**config.mk**
```make
export PLATFORM = sky130hd
export DESIGN_NAME = buck_code_regs
export DESIGN_NICKNAME = d
export VERILOG_FILES = /design/src/core/buck_code_pkg.sv /design/src/core/buck_code_regs.sv /design/src/core/conv_ramp.sv
export SDC_FILE = /design/constraint.sdc
export NUM_CORES = 1
export LEC_CHECK = 0
export ABC_AREA = 1
export BUFFER_PORTS_ARGS = -buffer_cell sky130_fd_sc_hd__buf_4
export CAP_MARGIN = 30
export CORE_MARGIN = 2
export CORE_UTILIZATION = 37
export CTS_CLUSTER_SIZE = 30
export DETAILED_ROUTE_END_ITERATION = 16
export PLACE_DENSITY = 0.66
export SYNTH_ARGS = -nofsm -noshare
export SYNTH_HDL_FRONTEND = slang
export SYNTH_HIERARCHICAL = 1
export SYNTH_SLANG_ARGS = --single-unit
```
**constraint.sdc**
```tcl
create_clock -name i_clk_sys -period 6.27 [get_ports i_clk_sys]
set_input_delay 1.254 -clock i_clk_sys [delete_from_list [all_inputs] [get_ports i_clk_sys]]
set_output_delay 1.254 -clock i_clk_sys [all_outputs]
set_load 0.01 [all_outputs]
```
**src/core/buck_code_pkg.sv**
```systemverilog
// Package for the step-down converter voltage code register bank.
// Assumes one 100 MHz system clock.
// Assumes a byte-wide register port from the chip's two-wire bus engine.
package buck_code_pkg;

    // ---------------------------------------------------------------
    // Register offsets
    // ---------------------------------------------------------------
    localparam logic [7:0] OFS_CONV_FOUR_NORMAL = 8'h94;
    localparam logic [7:0] OFS_CONV_FOUR_SLEEP  = 8'h95;
    localparam logic [7:0] OFS_CONV_FIVE_NORMAL = 8'h96;
    localparam logic [7:0] OFS_CONV_FIVE_SLEEP  = 8'h97;
    localparam logic [7:0] OFS_CONV_SIX_NORMAL  = 8'h98;

    // ---------------------------------------------------------------
    // Field layout and reset values
    // ---------------------------------------------------------------
    localparam int          CODE_MSB       = 7;
    localparam int          CODE_LSB       = 1;
    localparam int          RAMP_SEL_BIT   = 0;
    localparam int          RSVD_BIT       = 0;
    localparam logic [7:0]  RST_NORMAL     = 8'h00;
    localparam logic [7:0]  RST_SLEEP      = 8'h00;
    localparam logic [7:0]  SLEEP_WR_MASK  = 8'hFE;
    localparam logic [7:0]  UNMAPPED_DATA  = 8'h00;
    localparam int          NUM_CONV       = 3;
    localparam int          NUM_SLEEP      = 2;

    // ---------------------------------------------------------------
    // Timing: one code step per STEP_TIME_NS while slewing
    // ---------------------------------------------------------------
    localparam int CLK_PERIOD_PS = 10000;
    localparam int STEP_TIME_NS  = 1000;
    localparam int STEP_CYCLES   = (STEP_TIME_NS * 1000 + CLK_PERIOD_PS - 1) / CLK_PERIOD_PS;

    // ---------------------------------------------------------------
    // Types
    // ---------------------------------------------------------------
    typedef logic [6:0] vcode_t;

    typedef struct packed {
        logic       wr;
        logic       rd;
        logic [7:0] addr;
        logic [7:0] wdata;
    } reg_req_s;

    typedef struct packed {
        logic       valid;
        logic [7:0] data;
    } reg_rsp_s;

    typedef struct packed {
        vcode_t code;
        logic   pull_down;
        logic   ramping;
    } conv_drive_s;

endpackage : buck_code_pkg

```
**src/core/buck_code_regs.sv**
```systemverilog
// Voltage code register bank for converters four, five and six.
// Assumes a byte register port fed by the two-wire bus engine,
// one request per cycle, and sleep levels already resolved per converter.
`timescale 1ns/1ps

module buck_code_regs
#(
    parameter int STEP_CNT = buck_code_pkg::STEP_CYCLES
)
(
    // Clock and reset
    input  wire logic                       i_clk_sys,
    input  wire logic                       i_srst,
    // Register port
    input  wire buck_code_pkg::reg_req_s    i_req,
    output      buck_code_pkg::reg_rsp_s    o_rsp,
    // Sleep levels for converters four and five
    input  wire logic [1:0]                 i_sleep_mode,
    // Regulator drives: 0 four, 1 five, 2 six
    output      buck_code_pkg::conv_drive_s o_drive [3]
);
    import buck_code_pkg::*;

    localparam logic [7:0] OFS_NORMAL [NUM_CONV] =
        '{OFS_CONV_FOUR_NORMAL, OFS_CONV_FIVE_NORMAL, OFS_CONV_SIX_NORMAL};
    localparam logic [7:0] OFS_SLEEP [NUM_SLEEP] =
        '{OFS_CONV_FOUR_SLEEP, OFS_CONV_FIVE_SLEEP};

    logic [7:0] normal_q [NUM_CONV];
    logic [7:0] sleep_q  [NUM_SLEEP];
    vcode_t     target   [NUM_CONV];
    logic [NUM_CONV-1:0]  hit_normal;
    logic [NUM_SLEEP-1:0] hit_sleep;
    logic [7:0] rd_normal [NUM_CONV];
    logic [7:0] rd_sleep  [NUM_SLEEP];
    reg_rsp_s   rsp_q;

    // ---------------------------------------------------------------
    // Normal-mode code registers and ramps
    // ---------------------------------------------------------------
    genvar g;
    generate
        for (g = 0; g < NUM_CONV; g++)
        begin : g_conv
            assign hit_normal[g] = (i_req.addr == OFS_NORMAL[g]);
            assign rd_normal[g]  = hit_normal[g] ? normal_q[g] : 8'h00;

            // Whole byte: seven-bit code plus ramp-down select
            always_ff @(posedge i_clk_sys)
            begin
                if (i_srst)
                    normal_q[g] <= RST_NORMAL;
                else if (i_req.wr && hit_normal[g])
                    normal_q[g] <= i_req.wdata;
            end

            conv_ramp #(
                .STEP_CNT        (STEP_CNT)
            ) u_ramp (
                .i_clk_sys       (i_clk_sys),
                .i_srst          (i_srst),
                .i_target        (target[g]),
                .i_passive_decay (normal_q[g][RAMP_SEL_BIT]),
                .o_drive         (o_drive[g])
            );

        end
    endgenerate

    // ---------------------------------------------------------------
    // Sleep-mode code registers
    // ---------------------------------------------------------------
    generate
        for (g = 0; g < NUM_SLEEP; g++)
        begin : g_sleep
            assign hit_sleep[g] = (i_req.addr == OFS_SLEEP[g]);
            assign rd_sleep[g]  = hit_sleep[g] ? sleep_q[g] : 8'h00;
            assign target[g]    = i_sleep_mode[g] ? sleep_q[g][CODE_MSB:CODE_LSB]
                                                  : normal_q[g][CODE_MSB:CODE_LSB];

            // Reserved bit never stored, so it cannot read back as one
            always_ff @(posedge i_clk_sys)
            begin
                if (i_srst)
                    sleep_q[g] <= RST_SLEEP;
                else if (i_req.wr && hit_sleep[g])
                    sleep_q[g] <= i_req.wdata & SLEEP_WR_MASK;
            end

        end
    endgenerate

    // Converter six has no sleep register in this bank
    assign target[2] = normal_q[2][CODE_MSB:CODE_LSB];

    // ---------------------------------------------------------------
    // Read path
    // ---------------------------------------------------------------
    // Unmapped offsets still answer, with zero, so the bus engine never waits
    // A read and a write of one offset in one cycle return the old byte
    wire logic       hit_any = (|hit_normal) || (|hit_sleep);
    wire logic [7:0] rd_mux  = rd_normal[0] | rd_normal[1] | rd_normal[2]
                             | rd_sleep[0] | rd_sleep[1];
    wire logic [7:0] rd_data = hit_any ? rd_mux : UNMAPPED_DATA;

    always_ff @(posedge i_clk_sys)
    begin
        if (i_srst)
            rsp_q <= '0;
        else
        begin
            rsp_q.valid <= i_req.rd;
            rsp_q.data  <= i_req.rd ? rd_data : rsp_q.data;
        end
    end

    assign o_rsp = rsp_q;
endmodule : buck_code_regs

```
**src/core/conv_ramp.sv**
```systemverilog
// Reference-code ramp for one step-down converter.
// Assumes the target code changes only on register writes or sleep-level changes.
`timescale 1ns/1ps
module conv_ramp
#(
    parameter int STEP_CNT = buck_code_pkg::STEP_CYCLES
)
(
    // Clock and reset
    input  wire logic                      i_clk_sys,
    input  wire logic                      i_srst,
    // Target and ramp-down mode
    input  wire buck_code_pkg::vcode_t     i_target,
    input  wire logic                      i_passive_decay,
    // Drive to the regulator
    output      buck_code_pkg::conv_drive_s o_drive
);
    import buck_code_pkg::*;

    localparam int CW = $clog2(STEP_CNT + 1);
    localparam logic [CW-1:0] CNT_LAST = CW'(STEP_CNT - 1);

    vcode_t        code_q;
    vcode_t        code_d;
    logic [CW-1:0] cnt_q;
    logic [CW-1:0] cnt_d;

    wire logic at_target  = (code_q == i_target);
    wire logic going_down = (i_target < code_q);
    wire logic jump_down  = going_down && i_passive_decay;
    wire logic step_due   = !at_target && !jump_down && (cnt_q == CNT_LAST);

    // ---------------------------------------------------------------
    // Next code
    // ---------------------------------------------------------------
    // Passive decay: reference drops at once, the output bleeds down alone
    assign code_d = jump_down ? i_target
                  : !step_due ? code_q
                  : going_down ? code_q - 7'h01
                  : code_q + 7'h01;
    assign cnt_d  = (at_target || jump_down || step_due) ? '0 : cnt_q + CW'(1);

    always_ff @(posedge i_clk_sys)
    begin
        if (i_srst)
        begin
            code_q <= RST_NORMAL[CODE_MSB:CODE_LSB];
            cnt_q  <= '0;
        end
        else
        begin
            code_q <= code_d;
            cnt_q  <= cnt_d;
        end
    end

    assign o_drive.code      = code_q;
    assign o_drive.pull_down = going_down && !i_passive_decay;
    assign o_drive.ramping   = !at_target;
endmodule : conv_ramp

```
==> metrics.cfg <==
[cells_and_area]
antenna_cells=0
area_growth_pct=15.6
fin_util=0.437
drive_above_1_share=0.229
nets=848

[worst_setup_path]
worstSetupStartpoint=i_sleep_mode[0]
crit_top_cell=buf_4
path_buf_inv=3
crit_path_top_delay_cell=mux2_2
r2r_cells=17
r2r-start=normal_q[0][5]
critPathArrivalTime_ps=2800
path_depth=9
r2r_setup_slack_ps=3540
start_kind=input pin
worst_setup_path_end_kind=primary output
worstSetupPathType=in -> out
crit_chain=buf_4 -> mux2_2 -> ha_1 -> nand2_2 -> inv_2 -> a21oi_4 -> nand2_4 -> nor2_1 -> buf_4
crit_required_ps=5020
path_max_fanout=8
r2r-end=g_conv[0].u_ramp/code_q[4]
path_delay_family=multiplexers
slowest_delay_ps=360

[clock_network]
root_buffer=clkbuf_16
cts_tree=done
cts_buffer_depth=2
cts.sinks=89
postCtsResizedCells=0
cts_made_buffers=9
clk_pin_slew_ps=60
post-cts-setup-buffers=0
ctsHoldBuffers=0
clk_latency_ps=340
cts_max_level=3

[logic_synthesis]
ys_seq_elements=89
async_flop_share=0
synth.area.top_cells=edfxtp_1 20%, dfxtp_1 18%, nand2_1 11%
synth.top_cell.area_share=0.199
ys.warnings.count=6
yosysUniqueCellTypes=39
synth_nets=790
yosysSeqAreaShare=0.377
synth_top_area_cell=edfxtp_1
synth_edf_count=38
synth.avg_cell_area_um2=7.75
yosysMostFrequentCell=nand2_1
synthesis.instances=741
synth_commonest_cells=172 x nand2_1, 87 x nor2_1, 84 x inv_1, 76 x nand3_1, 51 x dfxtp_1
ys.flop_type=dfxtp_1
synth_area_mm2=0.00574

[global_route]
antenna_found_initial=0
overflow=0
grt_max_degree=41
first_global_vias=4377
grt_usage=0.167
grt_pass1_wl_mm=21.7

[floorplan]
initial_core_util=0.378
core_area_mm2=0.0152
die_w_um=129
fp.dieArea_mm2=0.0165
num_rows=45
die_y_um=129
io_pins=58

[min_path]
hold_path_startpoint=g_conv[1].u_ramp/cnt_q[0]
min_to=g_conv[1].u_ramp/cnt_q[0]
hold_path_depth=1
hp-class=reg -> reg

[place]
gp_congestion=0.886
io_buffer_count=57
place_ws_ps=2220
hpwl_mm=10.2

[drt]
wl_met3_um=746
first_pass_iters=5
first_iter_violations=281
ant_nets=0
top_layer=met4
vias=4809
wire_per_inst_um=13.3
drc=0
viasPerCell=4.85
route.met2.wl_mm=5.84
drt_wl_total_mm=13.2
wl_met1_mm=6.44

[sta]
clock.fmax_mhz=247
finalCritPeriodShare=0.646
finalSetupViolCount=0
relSlewSlack=0.371
finClkSkew_ps=6.44
fin_tns_setup_ps=0
report.final.slew_viol_count=0
tightest_slew_ps=933
fin_crit_ps=4050
layout_setup_ws_ps=2220
whs_ps=444
rsz0062_at_grt=false
timing_hold_violations_final=0

[pwr]
peakVddDrop_mv=0.131
swShare=0.324
clockPowerShare=0.329
power_switching_mw=0.530
pwr-share-comb=0.257
pwr_density_cell_mw_per_mm2=247
p_int_mw=1.11
sequentialPowerShare=0.414
p_leak_nw=3.01

[job]
maxCapViolations=0

[outcome]
outcome=finished, final reports clean

stage by stage:
stage / cells / total power [mW] / area (µm²)
floorplan: 741 / 1.00 / 5740
global placement: 976 / 1.11 / 6340
detailed placement: 976 / 1.11 / 6340
CTS: 992 / 1.66 / 6640
global route: 992 / 1.74 / 6640
finish: 992 / 1.64 / 6640
flip-flops by register name, summed over array words and instances (netlist names):
signal                flops
g_conv.u_ramp/cnt_q      21
g_conv.u_ramp/code_q     21
o_rsp                     9
sleep_q                  14
normal_q                 24
worst register-to-register path, delay by kind of cell (launching register included):
kind | cells | cell delay (ps)
AND/OR/NAND/NOR | 10 | 960
adder cells (fa/ha/maj) | 2 | 460
flip-flops | 1 | 420
AO/OA/AOI/OAI | 2 | 370
multiplexers | 1 | 300
buffers and inverters | 2 | 100
final cells by class:
| class | count | area [µm²] |
|---|---|---|
| Fill cell | 1570 | 8570 |
| Multi-Input combinational cell | 545 | 3150 |
| Sequential cell | 89 | 2160 |
| Timing Repair Buffer | 57 | 428 |
| Inverter | 97 | 367 |
| Tap cell | 188 | 235 |
| Clock buffer | 10 | 229 |
| Clock inverter | 6 | 66.3 |
cell families (layout without fill, tap and decap cells):
logic type                 count (synthesis)  count (layout)  synth area share
and+or+nand+nor                          421             421             0.359
buffers and inverters                    107             170            0.0748
DFF                                       89              89             0.377
AOI/OAI and AO/OA                         67              67            0.0789
adders and majority gates                 27              27            0.0588
xor gates and xnor gates                  16              16            0.0244
muxes                                     14              14            0.0275
cell usage in the layout, fill, tap and decap left out, types with 3 or more instances in the layout:
cell type  instances
or2_2              3
a21oi_1           17
xor2_1             9
nor2_8             3
nor2_1            87
nand4_4            3
buf_4             57
nor2_2             9
nand2_2           31
clkbuf_16          9
edfxtp_1          38
xnor2_1            7
ha_1              27
o41ai_1            5
a31oi_1            4
inv_2             11
mux2_2            14
dfxtp_1           51
a21oi_4            3
o21ai_0           21
nand2_1          172
nand3_2            5
inv_1             84
nand2_4            9
nor3_1             9
nand4_1            7
nor2_4             4
a21oi_2           14
nand3_1           76
worst max-delay path by stage:
stage	end	slack, ps
global route	o_drive[19]	2120
floorplan	o_drive[10]	2230
CTS	o_drive[19]	2220
detailed placement	o_drive[19]	2220
global placement	o_drive[19]	2260
finish	o_drive[19]	2220
metal layers:
layer  global-route usage  vias to the layer above
met5                    0                        -
met4               0.0390                        0
met3               0.0387                       12
met2                0.263                      112
met1                0.234                     2151
li1                     -                     2534
power groups by stage:
stage / sequential [mW] / combinational, mW / clock, mW
floorplan: 0.681 / 0.319 / 0
global placement: 0.690 / 0.419 / 0
detailed placement: 0.689 / 0.423 / 0
CTS: 0.677 / 0.425 / 0.557
global route: 0.682 / 0.480 / 0.582
finish: 0.677 / 0.421 / 0.539
(Power assumes the default switching activity.)
